`src/iwd_pkg.sv`:
```
// Purpose: Shared constants and types of the free-running watchdog.
// Assumes: Register bus is AXI4-Lite with 32-bit data.
// Notes: All offsets are byte addresses.
package iwd_pkg;

	// ----------------------------------------
	// Register map
	// ----------------------------------------
	localparam int ADDR_W = 5;
	localparam logic [ADDR_W-1:0] OFF_COMMAND_KEY = 5'h00;
	localparam logic [ADDR_W-1:0] OFF_CLOCK_DIVIDER_SELECT = 5'h04;
	localparam logic [ADDR_W-1:0] OFF_COUNTER_RELOAD_VALUE = 5'h08;
	localparam logic [ADDR_W-1:0] OFF_UPDATE_PENDING_FLAGS = 5'h0c;
	localparam logic [ADDR_W-1:0] OFF_REFRESH_WINDOW_LIMIT = 5'h10;

	// ----------------------------------------
	// Command codes and field layout
	// ----------------------------------------
	localparam logic [15:0] KEY_START = 16'hcccc;
	localparam logic [15:0] KEY_REFRESH = 16'haaaa;
	localparam logic [15:0] KEY_UNLOCK = 16'h5555;
	localparam int CNT_W = 12;
	localparam int DIV_SEL_W = 3;
	localparam int PRESC_W = 8;
	localparam logic [CNT_W-1:0] CNT_START = 12'hfff;
	localparam logic [CNT_W-1:0] CNT_ZERO = 12'h000;
	localparam logic [CNT_W-1:0] RELOAD_RESET = 12'hfff;
	localparam logic [CNT_W-1:0] WINDOW_RESET = 12'hfff;
	localparam logic [DIV_SEL_W-1:0] DIV_SEL_RESET = 3'h0;
	localparam int DIV_BASE_LOG2 = 2;
	localparam int NUM_FLAGS = 3;
	localparam int FLAG_DIVIDER = 0;
	localparam int FLAG_RELOAD = 1;
	localparam int FLAG_WINDOW = 2;

	// ----------------------------------------
	// Timing, bus responses and register selects
	// ----------------------------------------
	localparam int UPDATE_CYCLES = 4;
	localparam logic [1:0] STRAP_SETTLE = 2'h2;
	localparam logic [1:0] RESP_OKAY = 2'h0;
	localparam logic [1:0] RESP_DECERR = 2'h3;

	typedef enum logic [2:0] {
		SEL_KEY = 3'b000,
		SEL_DIV = 3'b001,
		SEL_RLD = 3'b010,
		SEL_STS = 3'b011,
		SEL_WIN = 3'b100,
		SEL_NONE = 3'b111
	} iwd_sel_type;

endpackage : iwd_pkg

```
`src/iwd_core_if.sv`:
```
// Purpose: Carrier between the watchdog core, its prescaler and its update tracker.
// Assumes: One clock for all three modules.
// Notes: Prescaler and tracker each drive only their own outputs.
`timescale 1ns/10ps
`default_nettype none
interface iwd_core_if;
	import iwd_pkg::*;
	logic [DIV_SEL_W-1:0] div_sel;
	logic run;
	logic restart;
	logic tick;
	logic [NUM_FLAGS-1:0] set;
	logic [NUM_FLAGS-1:0] pending;
	logic [NUM_FLAGS-1:0] done;
	modport core (output div_sel, output run, output restart, input tick,
		output set, input pending, input done);
	modport presc (input div_sel, input run, input restart, output tick);
	modport flags (input set, output pending, output done);
endinterface : iwd_core_if
`default_nettype wire

```
`src/iwd_watchdog.sv`:
```
// Purpose: Free-running watchdog with key commands, window check and AXI4-Lite registers.
// Assumes: CORE_CLK is the watchdog's own oscillator, not the system clock.
// Notes: The system reset request is held until RSTN.
//
// The AXI4-Lite interface to the registers is this design's own decision.
`timescale 1ns/10ps
`default_nettype none
module iwd_watchdog
	import iwd_pkg::*;
#(
	parameter int UPD_CYCLES = UPDATE_CYCLES
)
(
	input wire logic CORE_CLK,
	input wire logic RSTN,
	input wire logic [ADDR_W-1:0] S_AXI_AWADDR,
	input wire logic S_AXI_AWVALID,
	output logic S_AXI_AWREADY,
	input wire logic [31:0] S_AXI_WDATA,
	input wire logic [3:0] S_AXI_WSTRB,
	input wire logic S_AXI_WVALID,
	output logic S_AXI_WREADY,
	output logic [1:0] S_AXI_BRESP,
	output logic S_AXI_BVALID,
	input wire logic S_AXI_BREADY,
	input wire logic [ADDR_W-1:0] S_AXI_ARADDR,
	input wire logic S_AXI_ARVALID,
	output logic S_AXI_ARREADY,
	output logic [31:0] S_AXI_RDATA,
	output logic [1:0] S_AXI_RRESP,
	output logic S_AXI_RVALID,
	input wire logic S_AXI_RREADY,
	input wire logic HW_START_STRAP,
	input wire logic DEBUG_HALT,
	input wire logic DEBUG_FREEZE_CONTROL,
	output logic WDG_RESET_REQ,
	output logic WDG_RUNNING
);
	// ----------------------------------------
	// Sub-blocks
	// ----------------------------------------
	iwd_core_if core ();

	iwd_prescaler u_presc (
		.clk(CORE_CLK),
		.rst_n(RSTN),
		.bus(core)
	);

	iwd_update_tracker #(.CYCLES(UPD_CYCLES)) u_track (
		.clk(CORE_CLK),
		.rst_n(RSTN),
		.bus(core)
	);

	// ----------------------------------------
	// Decoding
	// ----------------------------------------
	function automatic iwd_sel_type decode(input logic [ADDR_W-1:0] a);
		if (a == OFF_COMMAND_KEY)
			decode = SEL_KEY;
		else if (a == OFF_CLOCK_DIVIDER_SELECT)
			decode = SEL_DIV;
		else if (a == OFF_COUNTER_RELOAD_VALUE)
			decode = SEL_RLD;
		else if (a == OFF_UPDATE_PENDING_FLAGS)
			decode = SEL_STS;
		else if (a == OFF_REFRESH_WINDOW_LIMIT)
			decode = SEL_WIN;
		else
			decode = SEL_NONE;
	endfunction : decode

	function automatic logic [CNT_W-1:0] merge12(input logic [CNT_W-1:0] old,
		input logic [31:0] d, input logic [3:0] s);
		merge12 = {s[1] ? d[11:8] : old[11:8], s[0] ? d[7:0] : old[7:0]};
	endfunction : merge12

	// ----------------------------------------
	// Pin synchronisers and strap capture
	// ----------------------------------------
	logic [2:0] sync1_reg, sync2_reg;
	logic [1:0] boot_reg, boot_next;
	logic freeze, hw_boot_start;

	always_comb begin
		boot_next = (boot_reg == STRAP_SETTLE + 2'h1) ? boot_reg : boot_reg + 2'h1;
		hw_boot_start = (boot_reg == STRAP_SETTLE) && sync2_reg[0];
		freeze = sync2_reg[1] && sync2_reg[2];
	end

	always_ff @(posedge CORE_CLK) begin
		if (!RSTN) begin
			sync1_reg <= '0;
			sync2_reg <= '0;
			boot_reg <= '0;
		end else begin
			sync1_reg <= {DEBUG_FREEZE_CONTROL, DEBUG_HALT, HW_START_STRAP};
			sync2_reg <= sync1_reg;
			boot_reg <= boot_next;
		end
	end

	// ----------------------------------------
	// AXI4-Lite slave
	// ----------------------------------------
	logic aw_hold_reg, aw_hold_next, w_hold_reg, w_hold_next;
	logic [ADDR_W-1:0] aw_addr_reg, aw_addr_next;
	logic [31:0] w_data_reg, w_data_next;
	logic [3:0] w_strb_reg, w_strb_next;
	logic awready_reg, awready_next, wready_reg, wready_next;
	logic bvalid_reg, bvalid_next, arready_reg, arready_next, rvalid_reg, rvalid_next;
	logic [1:0] bresp_reg, bresp_next, rresp_reg, rresp_next;
	logic [31:0] rdata_reg, rdata_next;
	logic do_write;
	iwd_sel_type wsel, rsel;

	// Configuration and counting state
	logic [DIV_SEL_W-1:0] div_reg, div_next, div_act_reg, div_act_next;
	logic [CNT_W-1:0] rld_reg, rld_next, rld_act_reg, rld_act_next;
	logic [CNT_W-1:0] win_reg, win_next, win_act_reg, win_act_next;
	logic [CNT_W-1:0] cnt_reg, cnt_next;
	logic unlocked_reg, unlocked_next, run_reg, run_next, rst_reg, rst_next;
	logic key_any, key_full, refresh, start_cmd, div_wr, rld_wr, win_wr, restart;

	always_comb begin
		aw_hold_next = aw_hold_reg;
		aw_addr_next = aw_addr_reg;
		w_hold_next = w_hold_reg;
		w_data_next = w_data_reg;
		w_strb_next = w_strb_reg;
		bvalid_next = bvalid_reg;
		bresp_next = bresp_reg;
		if (S_AXI_AWVALID && awready_reg) begin
			aw_hold_next = 1'b1;
			aw_addr_next = S_AXI_AWADDR;
		end
		if (S_AXI_WVALID && wready_reg) begin
			w_hold_next = 1'b1;
			w_data_next = S_AXI_WDATA;
			w_strb_next = S_AXI_WSTRB;
		end
		if (bvalid_reg && S_AXI_BREADY)
			bvalid_next = 1'b0;
		do_write = aw_hold_reg && w_hold_reg && !bvalid_reg;
		wsel = decode(aw_addr_reg);
		if (do_write) begin
			aw_hold_next = 1'b0;
			w_hold_next = 1'b0;
			bvalid_next = 1'b1;
			bresp_next = (wsel == SEL_NONE) ? RESP_DECERR : RESP_OKAY;
		end
		awready_next = !aw_hold_next && !bvalid_next;
		wready_next = !w_hold_next && !bvalid_next;

		arready_next = arready_reg;
		rvalid_next = rvalid_reg;
		rdata_next = rdata_reg;
		rresp_next = rresp_reg;
		rsel = decode(S_AXI_ARADDR);
		if (rvalid_reg && S_AXI_RREADY) begin
			rvalid_next = 1'b0;
			arready_next = 1'b1;
		end
		if (S_AXI_ARVALID && arready_reg) begin
			arready_next = 1'b0;
			rvalid_next = 1'b1;
			rresp_next = (rsel == SEL_NONE) ? RESP_DECERR : RESP_OKAY;
			rdata_next = '0; // Key, unmapped and reserved bits read zero
			if (rsel == SEL_DIV)
				rdata_next[DIV_SEL_W-1:0] = div_reg;
			else if (rsel == SEL_RLD)
				rdata_next[CNT_W-1:0] = rld_reg;
			else if (rsel == SEL_STS)
				rdata_next[NUM_FLAGS-1:0] = core.pending;
			else if (rsel == SEL_WIN)
				rdata_next[CNT_W-1:0] = win_reg;
		end
	end

	// ----------------------------------------
	// Key commands and protected registers
	// ----------------------------------------
	always_comb begin
		key_any = do_write && (wsel == SEL_KEY);
		key_full = key_any && (w_strb_reg[1:0] == 2'b11);
		refresh = key_full && (w_data_reg[15:0] == KEY_REFRESH);
		start_cmd = key_full && (w_data_reg[15:0] == KEY_START);
		unlocked_next = unlocked_reg;
		if (key_any)
			unlocked_next = key_full && (w_data_reg[15:0] == KEY_UNLOCK);
		// Writes while locked or still settling are dropped silently
		div_wr = do_write && (wsel == SEL_DIV) && unlocked_reg && w_strb_reg[0]
			&& !core.pending[FLAG_DIVIDER];
		rld_wr = do_write && (wsel == SEL_RLD) && unlocked_reg && (w_strb_reg[1:0] != 2'b00)
			&& !core.pending[FLAG_RELOAD];
		win_wr = do_write && (wsel == SEL_WIN) && unlocked_reg && (w_strb_reg[1:0] != 2'b00)
			&& !core.pending[FLAG_WINDOW];
		div_next = div_wr ? w_data_reg[DIV_SEL_W-1:0] : div_reg;
		rld_next = rld_wr ? merge12(rld_reg, w_data_reg, w_strb_reg) : rld_reg;
		win_next = win_wr ? merge12(win_reg, w_data_reg, w_strb_reg) : win_reg;
		core.set = {win_wr, rld_wr, div_wr};
		// New values reach the counting side only once their flag drops
		div_act_next = core.done[FLAG_DIVIDER] ? div_reg : div_act_reg;
		rld_act_next = core.done[FLAG_RELOAD] ? rld_reg : rld_act_reg;
		win_act_next = core.done[FLAG_WINDOW] ? win_reg : win_act_reg;
	end

	// ----------------------------------------
	// Down-counter and reset request
	// ----------------------------------------
	always_comb begin
		cnt_next = cnt_reg;
		run_next = run_reg;
		rst_next = rst_reg;
		restart = 1'b0;
		if ((start_cmd || hw_boot_start) && !run_reg) begin
			run_next = 1'b1;
			cnt_next = CNT_START;
			restart = 1'b1;
		end else if (refresh && run_reg && (win_act_reg != WINDOW_RESET) && (cnt_reg > win_act_reg)) begin
			rst_next = 1'b1;
		end else if (refresh || core.done[FLAG_WINDOW]) begin
			cnt_next = core.done[FLAG_RELOAD] ? rld_reg : rld_act_reg;
			restart = 1'b1;
		end else if (run_reg && (cnt_reg == CNT_ZERO)) begin
			rst_next = 1'b1;
		end else if (run_reg && core.tick) begin
			cnt_next = cnt_reg - 1'b1;
		end
		core.restart = restart;
		core.run = run_reg && !freeze;
		core.div_sel = div_act_reg;
	end

	// No sleep input exists: only CORE_CLK and the debug freeze gate counting, so low-power modes do not stop it
	always_ff @(posedge CORE_CLK) begin
		if (!RSTN) begin
			aw_hold_reg <= 1'b0;
			aw_addr_reg <= '0;
			w_hold_reg <= 1'b0;
			w_data_reg <= '0;
			w_strb_reg <= '0;
			awready_reg <= 1'b0;
			wready_reg <= 1'b0;
			bvalid_reg <= 1'b0;
			bresp_reg <= RESP_OKAY;
			arready_reg <= 1'b0;
			rvalid_reg <= 1'b0;
			rdata_reg <= '0;
			rresp_reg <= RESP_OKAY;
			div_reg <= DIV_SEL_RESET;
			div_act_reg <= DIV_SEL_RESET;
			rld_reg <= RELOAD_RESET;
			rld_act_reg <= RELOAD_RESET;
			win_reg <= WINDOW_RESET;
			win_act_reg <= WINDOW_RESET;
			cnt_reg <= CNT_START;
			unlocked_reg <= 1'b0;
			run_reg <= 1'b0;
			rst_reg <= 1'b0;
		end else begin
			aw_hold_reg <= aw_hold_next;
			aw_addr_reg <= aw_addr_next;
			w_hold_reg <= w_hold_next;
			w_data_reg <= w_data_next;
			w_strb_reg <= w_strb_next;
			awready_reg <= awready_next;
			wready_reg <= wready_next;
			bvalid_reg <= bvalid_next;
			bresp_reg <= bresp_next;
			arready_reg <= arready_next || (!rvalid_next && !arready_reg && !rvalid_reg);
			rvalid_reg <= rvalid_next;
			rdata_reg <= rdata_next;
			rresp_reg <= rresp_next;
			div_reg <= div_next;
			div_act_reg <= div_act_next;
			rld_reg <= rld_next;
			rld_act_reg <= rld_act_next;
			win_reg <= win_next;
			win_act_reg <= win_act_next;
			cnt_reg <= cnt_next;
			unlocked_reg <= unlocked_next;
			run_reg <= run_next;
			rst_reg <= rst_next;
		end
	end

	assign S_AXI_AWREADY = awready_reg;
	assign S_AXI_WREADY = wready_reg;
	assign S_AXI_BVALID = bvalid_reg;
	assign S_AXI_BRESP = bresp_reg;
	assign S_AXI_ARREADY = arready_reg;
	assign S_AXI_RVALID = rvalid_reg;
	assign S_AXI_RDATA = rdata_reg;
	assign S_AXI_RRESP = rresp_reg;
	assign WDG_RESET_REQ = rst_reg;
	assign WDG_RUNNING = run_reg;

	// ----------------------------------------
	// Checks
	// ----------------------------------------
	localparam int FLAG_BOUND = 9;

	if (UPD_CYCLES < 1 || UPD_CYCLES > 8) begin : g_bad_cycles
		$error("UPD_CYCLES must lie in 1..8");
	end

	a_start_runs: assert property (@(posedge CORE_CLK) disable iff (!RSTN)
		start_cmd && !run_reg |=> run_reg && (cnt_reg == CNT_START))
		else $error("start code did not start the count");
	a_expiry_reset: assert property (@(posedge CORE_CLK) disable iff (!RSTN)
		run_reg && (cnt_reg == CNT_ZERO) && !refresh |=> WDG_RESET_REQ)
		else $error("expired counter gave no reset");
	a_refresh_load: assert property (@(posedge CORE_CLK) disable iff (!RSTN)
		refresh && run_reg && (win_act_reg == WINDOW_RESET) && !core.done[FLAG_RELOAD]
		|=> cnt_reg == $past(rld_act_reg))
		else $error("refresh did not load the reload value");
	a_unlock_opens: assert property (@(posedge CORE_CLK) disable iff (!RSTN)
		key_full && (w_data_reg[15:0] == KEY_UNLOCK) |=> unlocked_reg)
		else $error("unlock code left registers locked");
	a_other_locks: assert property (@(posedge CORE_CLK) disable iff (!RSTN)
		key_any && (w_data_reg[15:0] != KEY_UNLOCK) |=> !unlocked_reg)
		else $error("key write did not relock");
	a_refresh_locks: assert property (@(posedge CORE_CLK) disable iff (!RSTN)
		refresh ##1 !key_any |-> !unlocked_reg)
		else $error("refresh left registers unlocked");
	a_window_early: assert property (@(posedge CORE_CLK) disable iff (!RSTN)
		refresh && run_reg && (win_act_reg != WINDOW_RESET) && (cnt_reg > win_act_reg)
		|=> WDG_RESET_REQ && $stable(cnt_reg))
		else $error("early refresh was not punished");
	a_window_reload: assert property (@(posedge CORE_CLK) disable iff (!RSTN)
		$rose(core.pending[FLAG_WINDOW]) |-> ##[1:FLAG_BOUND] (cnt_reg == rld_act_reg))
		else $error("window write did not reload the counter");
	a_locked_drop: assert property (@(posedge CORE_CLK) disable iff (!RSTN)
		do_write && (wsel == SEL_DIV) && !unlocked_reg |=> $stable(div_reg))
		else $error("locked divider write took effect");
	a_flag_clears: assert property (@(posedge CORE_CLK) disable iff (!RSTN)
		$rose(core.pending[FLAG_RELOAD]) |-> ##[1:FLAG_BOUND] !core.pending[FLAG_RELOAD])
		else $error("reload flag stuck");
	a_freeze_holds: assert property (@(posedge CORE_CLK) disable iff (!RSTN)
		freeze && !restart ##1 freeze && !restart && !core.done[FLAG_WINDOW] && !refresh
		|=> $stable(cnt_reg))
		else $error("counter moved while frozen");
endmodule : iwd_watchdog
`default_nettype wire

```
`src/iwd_prescaler.sv`:
```
// Purpose: Divides the watchdog clock by 4 << code, saturating at 256.
// Assumes: Code is stable between restarts.
// Notes: Tick is a one-cycle pulse taken from a register.
`timescale 1ns/10ps
`default_nettype none
module iwd_prescaler
	import iwd_pkg::*;
(
	input wire logic clk,
	input wire logic rst_n,
	iwd_core_if.presc bus
);
	logic [PRESC_W-1:0] count_reg, count_next;
	logic tick_reg, tick_next;

	function automatic logic [PRESC_W-1:0] div_limit(input logic [DIV_SEL_W-1:0] code);
		int shift;
		shift = DIV_BASE_LOG2 + int'(code);
		if (shift > PRESC_W)
			shift = PRESC_W;
		div_limit = PRESC_W'((1 << shift) - 1);
	endfunction : div_limit

	always_comb begin
		count_next = count_reg;
		tick_next = 1'b0;
		if (bus.restart) begin
			count_next = '0;
		end else if (bus.run) begin
			if (count_reg >= div_limit(bus.div_sel)) begin
				count_next = '0;
				tick_next = 1'b1;
			end else begin
				count_next = count_reg + 1'b1;
			end
		end
	end

	always_ff @(posedge clk) begin
		if (!rst_n) begin
			count_reg <= '0;
			tick_reg <= 1'b0;
		end else begin
			count_reg <= count_next;
			tick_reg <= tick_next;
		end
	end

	assign bus.tick = tick_reg;
endmodule : iwd_prescaler
`default_nettype wire

```
`src/iwd_update_tracker.sv`:
```
// Purpose: Holds one busy flag per protected register while its update settles.
// Assumes: A set only arrives while the flag is clear.
// Notes: Done pulses for one cycle as the flag drops.
`timescale 1ns/10ps
`default_nettype none
module iwd_update_tracker
	import iwd_pkg::*;
#(
	parameter int CYCLES = UPDATE_CYCLES
)
(
	input wire logic clk,
	input wire logic rst_n,
	iwd_core_if.flags bus
);
	localparam int CW = $clog2(CYCLES + 1);
	logic [CW-1:0] cnt_reg [NUM_FLAGS];
	logic [CW-1:0] cnt_next [NUM_FLAGS];
	logic [NUM_FLAGS-1:0] pend_w, done_w;

	if (CYCLES < 1) begin : g_bad_cycles
		$error("CYCLES must be at least one");
	end

	always_comb begin
		for (int i = 0; i < NUM_FLAGS; i++) begin
			cnt_next[i] = cnt_reg[i];
			pend_w[i] = (cnt_reg[i] != '0);
			done_w[i] = (cnt_reg[i] == CW'(1));
			if (bus.set[i] && !pend_w[i])
				cnt_next[i] = CW'(CYCLES);
			else if (pend_w[i])
				cnt_next[i] = cnt_reg[i] - 1'b1;
		end
	end

	always_ff @(posedge clk) begin
		for (int i = 0; i < NUM_FLAGS; i++) begin
			if (!rst_n)
				cnt_reg[i] <= '0;
			else
				cnt_reg[i] <= cnt_next[i];
		end
	end

	assign bus.pending = pend_w;
	assign bus.done = done_w;
endmodule : iwd_update_tracker
`default_nettype wire

```
`config.mk`:
```
export PLATFORM = sky130hd
export DESIGN_NAME = iwd_watchdog
export DESIGN_NICKNAME = d
export VERILOG_FILES = /design/src/iwd_pkg.sv /design/src/iwd_core_if.sv /design/src/iwd_watchdog.sv /design/src/iwd_prescaler.sv /design/src/iwd_update_tracker.sv
export SDC_FILE = /design/constraint.sdc
export NUM_CORES = 1
export LEC_CHECK = 0
export BUFFER_PORTS_ARGS = -buffer_cell sky130_fd_sc_hd__clkbuf_2
export CORE_MARGIN = 2
export CORE_UTILIZATION = 50
export CTS_CLUSTER_DIAMETER = 100
export DETAILED_ROUTE_END_ITERATION = 8
export PLACE_DENSITY = 0.71
export RECOVER_POWER = 100
export SETUP_SLACK_MARGIN = 0.5
export SLEW_MARGIN = 40
export SYNTH_ARGS = -nofsm -noshare
export SYNTH_HDL_FRONTEND = slang
export SYNTH_HIERARCHICAL = 1
export SYNTH_SLANG_ARGS = --single-unit
```
`constraint.sdc`:
```
create_clock -name CORE_CLK -period 4.03 [get_ports CORE_CLK]
set_input_delay 0.403 -clock CORE_CLK [delete_from_list [all_inputs] [get_ports CORE_CLK]]
set_output_delay 0.403 -clock CORE_CLK [all_outputs]
set_load 0.01 [all_outputs]
```
### After elaboration in Yosys (flattened, before gate mapping)

Memories as Yosys holds them, arrays and structs flattened.
Index checks and enable logic that the tools add are counted.

* memories: 1
* output and inout bits: 43
* register bits after elaboration: 132
* logic and storage cells: 207
* RAM bits: 9
* input bits: 56

* order comparisons: 3
* mux-type cells: 54
* shifts and indexed selects: 1
* $add $sub $neg: 8
* reduce and logical (&&, ||, !) cells: 74
* equal/unequal tests: 29
* bitwise operators: 7

Memories
* u_track.cnt_reg: words 3, width 3, read ports 3, clocked after Yosys merged registers in 0, wr ports 3, line iwd_update_tracker.sv:17 `logic [CW-1:0] cnt_reg [NUM_FLAGS];`

Operators with widths (count)
* two-way mux 32 bit: 3
* two-way mux 12 bit: 6
* two-way mux 3 bit: 19
* logical AND 1 bit: 40
* equality test 16 bit (second input constant): 2
* greater-than comparator 32 x 5 -> 1 bit (second input constant): 1
* << shifter 1 x 32 -> 8 bit (first input constant): 1
* equality test 5 x 4 -> 1 bit (second input constant): 4
* two-way mux 1 bit: 19
* two-way mux 9 bit: 2
* equality test 16 x 15 -> 1 bit (second input constant): 1
* equality test 3 x 1 -> 1 bit (second input constant): 5
* equality test 3 bit (second input constant): 4
* greater-than comparator 12 bit: 1
* logical NOT 1 bit: 12
* logical NOT 12 bit: 1
* inequality test 12 bit (second input constant): 1
* subtractor 12 x 1 -> 12 bit (second input constant): 1
* equality test 5 x 3 -> 1 bit (second input constant): 2
* equality test 5 bit (second input constant): 2
* logical NOT 5 bit: 2
* equality test 3 x 2 -> 1 bit (second input constant): 3
* nonzero test 3 bit: 3
* subtractor 3 x 1 -> 3 bit (second input constant): 3
* 18 further kinds: 38

### Longest topological paths before layout

* depth in word-level cells: 20
* mapped depth: 11
* depth with buffers taken out: 10

### Modules after synthesis

Netlist, hierarchy kept.

Modules (own cells, without submodules)
* iwd_watchdog: seq. area each 2422.3 µm², instances 1, cells each 642, area each 5516.5 µm²
* iwd_prescaler: seq. area each 180.2 µm², instances 1, cells each 81, area each 701.9 µm²
* iwd_update_tracker: seq. area each 180.2 µm², instances 1, cells each 61, area each 608.1 µm²

### Worst setup path after synthesis

No wires, ideal clock.

* path type: register to register
* start: register win_act_reg[9]
* end: register cnt_reg[3]
* data required time: 3.910 ns
* cell stages (with the launch flop): 9
* setup slack: 1.603 ns
* path buffers: 0
* library setup time: 0.120 ns
* clock period less this slack: 2.427 ns
* arrival: 2.308 ns
* path through: dfxtp_1 -> inv_1 -> ha_1 -> a21o_1 -> a21oi_1 -> nor2b_1 -> o41ai_1 -> nand2_1 -> o31a_1

* cells in the longest elaborated chain, start to end: 5
* elaborated cells between the ends (all ways): 6
* those cells by class: 1 x order compare; 1 x eq/ne; 1 x bitwise; 3 x reduce/logical

Ends and longest elaborated chain
* start, declared: line iwd_watchdog.sv:121 `logic [CNT_W-1:0] win_reg, win_next, win_act_reg, win_act_next;`
* start signal, assigned: line iwd_watchdog.sv:281 `win_act_reg <= win_act_next;`
* parallel branches: the longest is 2 deep, another holds greater-than comparator 12 bit
* logical AND 1 bit (*): line iwd_watchdog.sv:221 `end else if (refresh && run_reg && (win_act_reg != WINDOW_RESET) && (cnt_reg > win_act_reg)) begin`
* NOT 1 bit (no line) (*)
* AND reduction 3 bit (no line) (*)
* end signal, assigned: line iwd_watchdog.sv:282 `cnt_reg <= cnt_next;`
* end, declared: line iwd_watchdog.sv:122 `logic [CNT_W-1:0] cnt_reg, cnt_next;`

Every way passes the cells marked *.
A chain may end at the register's enable or synchronous reset.

### Final worst setup path

* start: register aw_addr_reg[4]
* end: register cnt_reg[3]

* cells in the longest elaborated chain, start to end: 15
* elaborated cells between the ends (all ways): 27
* those cells by class: 5 x eq/ne; 6 x mux; 1 x bitwise; 15 x reduce/logical

Ends and longest elaborated chain
* start, declared: line iwd_watchdog.sv:108 `logic [ADDR_W-1:0] aw_addr_reg, aw_addr_next;`
* start signal, assigned: line iwd_watchdog.sv:264 `aw_addr_reg <= aw_addr_next;`
* equality test 5 bit: line iwd_watchdog.sv:68 `else if (a == OFF_REFRESH_WINDOW_LIMIT)`
* two-way mux 2 bit: line iwd_watchdog.sv:68
* two-way mux 3 bit: line iwd_watchdog.sv:66 `else if (a == OFF_UPDATE_PENDING_FLAGS)`
* two-way mux 3 bit: line iwd_watchdog.sv:64 `else if (a == OFF_COUNTER_RELOAD_VALUE)`
* two-way mux 3 bit: line iwd_watchdog.sv:62 `else if (a == OFF_CLOCK_DIVIDER_SELECT)`
* two-way mux 3 bit (*): line iwd_watchdog.sv:60 `if (a == OFF_COMMAND_KEY)`
* logical NOT 3 bit (*): line iwd_watchdog.sv:185 `key_any = do_write && (wsel == SEL_KEY);`
* logical AND 1 bit (*): line iwd_watchdog.sv:185
* logical AND 1 bit (*): line iwd_watchdog.sv:186 `key_full = key_any && (w_strb_reg[1:0] == 2'b11);`
* logical AND 1 bit: line iwd_watchdog.sv:187 `refresh = key_full && (w_data_reg[15:0] == KEY_REFRESH);`
* logical AND 1 bit (3 in series): line iwd_watchdog.sv:221
* NOT 1 bit (no line)
* AND reduction 3 bit (no line)

Mark *: on every way between the ends. The rest lies on a longest branch, timed or not.

==> results summary <==
The number of I/O pins came out at 99. The depth of the worst hold-timing path came out at 2. By area the synthesized netlist is led by sky130_fd_sc_hd__dfxtp_1 41%, sky130_fd_sc_hd__nand2_1 6.9%, sky130_fd_sc_hd__ha_1 6.8%, sky130_fd_sc_hd__mux2i_1 4.5%, sky130_fd_sc_hd__a21oi_1 3.4%.

The tool flagged a number of max-cap violations equal to 2. The clock slew at the register clock pins of the worst setup and hold paths came out at 60 ps. Across all hold checks on the routed design, the worst slack comes to 193.0 ps.

The first-pass detailed-route iteration total came out at 5. The post-synthesis register bit count is 139. At the pin with the least slew margin, the transition time is 2583 ps. The data arrival time of the critical path came out at 3700 ps. For this design the static power due to leakage is 3.245 nW. The number of DRC violations after detailed routing is 0. The peak ir drop on the vdd network is 0.3272 mV. The cell type with the highest aggregate area in the netlist is sky130_fd_sc_hd__dfxtp_1. Compared with the post-synthesis result, the final layout area differs by 12.50%. The power per cell area came out at 563.8 nW/µm². Entering global routing, the biggest net connects 62 pins. The min-delay analysis places its worst path in the category in -> reg. The endpoint identified for the worst register-to-register timing path is cnt_reg[3]. Dividing the final minimum period by the clock period gives 82.64%. The initial detailed-routing violation count is 322. In this run, synthesis inferred 0 flip-flops with an integrated enable. The number of input and output port buffers inserted came out at 60. At the worst endpoint, the required time is 4400 ps. The worst max-slew margin expressed relative to the limit is -72.17%. The insertion delay to the later sink of the worst-skew pair came out at 420 ps. The vertical die dimension is 120.8 µm. The TritonCTS clock tree is yes. The filler cell count in the final layout came out at 1167. The clock sink count came out at 139. Dividing the detail-routed wire length by the instance count gives 15.47 µm. The effective utilization at floorplan is 51.35%. The final reports fail on capacitance limit, slew limit. The remaining global-route overflow is 0. 0 antenna diodes ended up in the layout. The category of the most critical setup path is reg -> reg. The worst register-to-register path begins at aw_addr_reg[4]. Subtracting the final worst setup slack from the clock period gives 3330 ps. Setup repair after global routing left no endpoint under its margin. The total of cells resized after clock tree synthesis came out at 0.

The placed wire-length estimate came out at 11.57 mm. The hold-fix buffer count after cts is 0. The most used flip-flop cell after synthesis is sky130_fd_sc_hd__dfxtp_1.

The number of endpoints with negative hold slack in the final report is 0. The maximum fanout along the worst path came out at 13. The number of endpoints failing setup at the final stage came out at 0.

The logic depth of the worst register-to-register path is 6. In this run the register-to-register setup slack is 700 ps. The number of max-slew violations in the final report was 102.

The number of buffers inserted during clock tree synthesis is 17. The flow ran to the end, but the final reports show violations. The initial antenna violation count is 0. The area share of the largest cell type after synthesis came out at 40.76%.

For this block, the via count after detailed routing is 5635. The synthesized area is 6827 µm². The standard cell core area came out at 13300 µm².

CTS placed an instance of sky130_fd_sc_hd__clkbuf_16 at the clock tree root. The total negative slack for setup checks came out at 0 ps. The synthesized instance count came out at 784. The global-route wire length before repair is 26.36 mm. The count of antenna-violating nets left after detailed routing is 0.

The maximum clock frequency came out at 0.3003 GHz. The category of the worst setup path capture point is a register. The via count normalized by instance count is 5.530. Cells with a size suffix above 1 make up 11.98% of the layout.

The worst hold path terminates at sync1_reg[1]. The number of distinct standard cells referenced by the synthesized netlist is 70. The number of nets at the end of the flow is 923. The final RePlAce weighted congestion came out at 0.8820. The sequential element share of the synthesized area came out at 40.76%. The die covers 14600 µm².

The routed wire length is 15.76 mm. The post-placement cell count is 987. The die is 120.8 µm wide.

The startpoint identified for the worst hold timing path is DEBUG_HALT. The number of rows created at floorplan came out at 42. During synthesis, Yosys emitted a total of 6 warnings. The worst setup path is launched from a register. The overall global routing resource usage came out at 22.81%. The worst-case clock buffer depth came out at 2.

The register with the most flip-flops in the layout has 16 of them. The number of global-route vias before repair is 5601. The number of H-tree branching levels came out at 4. The number of buffers inserted by post-CTS setup repair is 0. A synthesized cell averages 8.707 µm². The share of flip-flops with an asynchronous set or reset after synthesis is 0%. The maximum clock skew at final layout is 6.306 ps. The count of cells in the finished layout, fillers not included, comes to 1019.
## where the power goes
group | switching (mW) | internal (mW) | total (mW)
clock | 0.604 | 0.973 | 1.58
sequential | 0.107 | 1.52 | 1.62
combinational | 0.670 | 0.460 | 1.13
total | 1.38 | 2.95 | 4.33
## synth_stat cells (15+ instances only)
library cell	count
sky130_fd_sc_hd__o21ai_0	22
sky130_fd_sc_hd__nor2_1	42
sky130_fd_sc_hd__nand3_1	36
sky130_fd_sc_hd__buf_4	25
sky130_fd_sc_hd__o211ai_1	19
sky130_fd_sc_hd__inv_1	32
sky130_fd_sc_hd__nand2_1	125
sky130_fd_sc_hd__dfxtp_1	139
sky130_fd_sc_hd__a21oi_1	46
sky130_fd_sc_hd__nor3_1	21
sky130_fd_sc_hd__clkbuf_1	26
sky130_fd_sc_hd__nand4_1	15
sky130_fd_sc_hd__ha_1	37
sky130_fd_sc_hd__mux2i_1	31
## area by class of cell
type | count | area (µm²) | share of cell area [%]
Clock buffer | 18 | 429.2 | 5.588
Timing Repair Buffer | 67 | 316.6 | 4.122
Tap cell | 176 | 220.2 | 2.867
Multi-Input combinational cell | 570 | 3628 | 47.25
Clock inverter | 14 | 171.4 | 2.232
Sequential cell | 139 | 2783 | 36.23
Inverter | 35 | 131.4 | 1.711
## cell families after synthesis
family / Yosys count / synth area share [%]
AO/OA/AOI/OAI: 150 / 14.59
adder cells (fa/ha/maj): 37 / 6.781
buffers and inverters: 94 / 6.690
other: 1 / 0.05493
multiplexers: 37 / 5.700
flip-flops: 139 / 40.76
AND/OR/NAND/NOR: 313 / 23.75
XOR/XNOR: 13 / 1.668
## routing by layer
metal	routed length (µm)	global-route usage, %
met1	7189	27.92
met2	7372	37.11
met3	747	5.330
met4	454	12.14
met5	0	0
## worst max path at each step
stage,cells after the start,startpoint,end
final,6,aw_addr_reg[4],cnt_reg[3]
after global routing,9,u_track/cnt_reg[1][0],rld_reg[5]
after CTS,7,w_data_reg[0],u_presc/count_reg[2]
after detailed placement,7,w_data_reg[0],u_presc/count_reg[2]
after global placement,6,aw_addr_reg[4],cnt_reg[7]
after floorplan,8,win_act_reg[9],cnt_reg[3]
## critical path: stages (launching register included)
cell and delay [ps]:
sky130_fd_sc_hd__dfxtp_1 320, sky130_fd_sc_hd__or3_1 410, sky130_fd_sc_hd__or3_1 480, sky130_fd_sc_hd__o41ai_1 1020, sky130_fd_sc_hd__a21oi_1 590, sky130_fd_sc_hd__o311ai_0 270, sky130_fd_sc_hd__o31a_1 180
## per-stage QoR
step | worst slack, ps | power [mW] | util, % | area (µm²)
after global routing | 528.0 | 4.583 | 57.76 | 7680
final | 699.7 | 4.330 | 57.76 | 7680
after floorplan | 1603 | 2.572 | - | 6898
after global placement | 1284 | 2.741 | 53.75 | 7146
after detailed placement | 1282 | 2.807 | 53.80 | 7153
after CTS | 1261 | 4.389 | 58.32 | 7754
## cell usage in the layout, fill, tap and decap left out, types with 7 or more instances in the layout
master,instances
sky130_fd_sc_hd__dfxtp_1,139
sky130_fd_sc_hd__o21ai_0,23
sky130_fd_sc_hd__nor2b_1,12
sky130_fd_sc_hd__a22oi_1,9
sky130_fd_sc_hd__ha_1,37
sky130_fd_sc_hd__mux2i_1,31
sky130_fd_sc_hd__nand3_1,36
sky130_fd_sc_hd__a21oi_1,46
sky130_fd_sc_hd__xor2_1,7
sky130_fd_sc_hd__conb_1,20
sky130_fd_sc_hd__nor2_1,42
sky130_fd_sc_hd__nand2_1,125
sky130_fd_sc_hd__inv_1,35
sky130_fd_sc_hd__clkbuf_2,37
sky130_fd_sc_hd__clkbuf_1,26
sky130_fd_sc_hd__nor3_1,21
sky130_fd_sc_hd__o21a_1,8
sky130_fd_sc_hd__o211ai_1,19
sky130_fd_sc_hd__nor3_2,8
sky130_fd_sc_hd__nand4_1,15
sky130_fd_sc_hd__clkbuf_16,17
(Power assumes the default switching activity.)
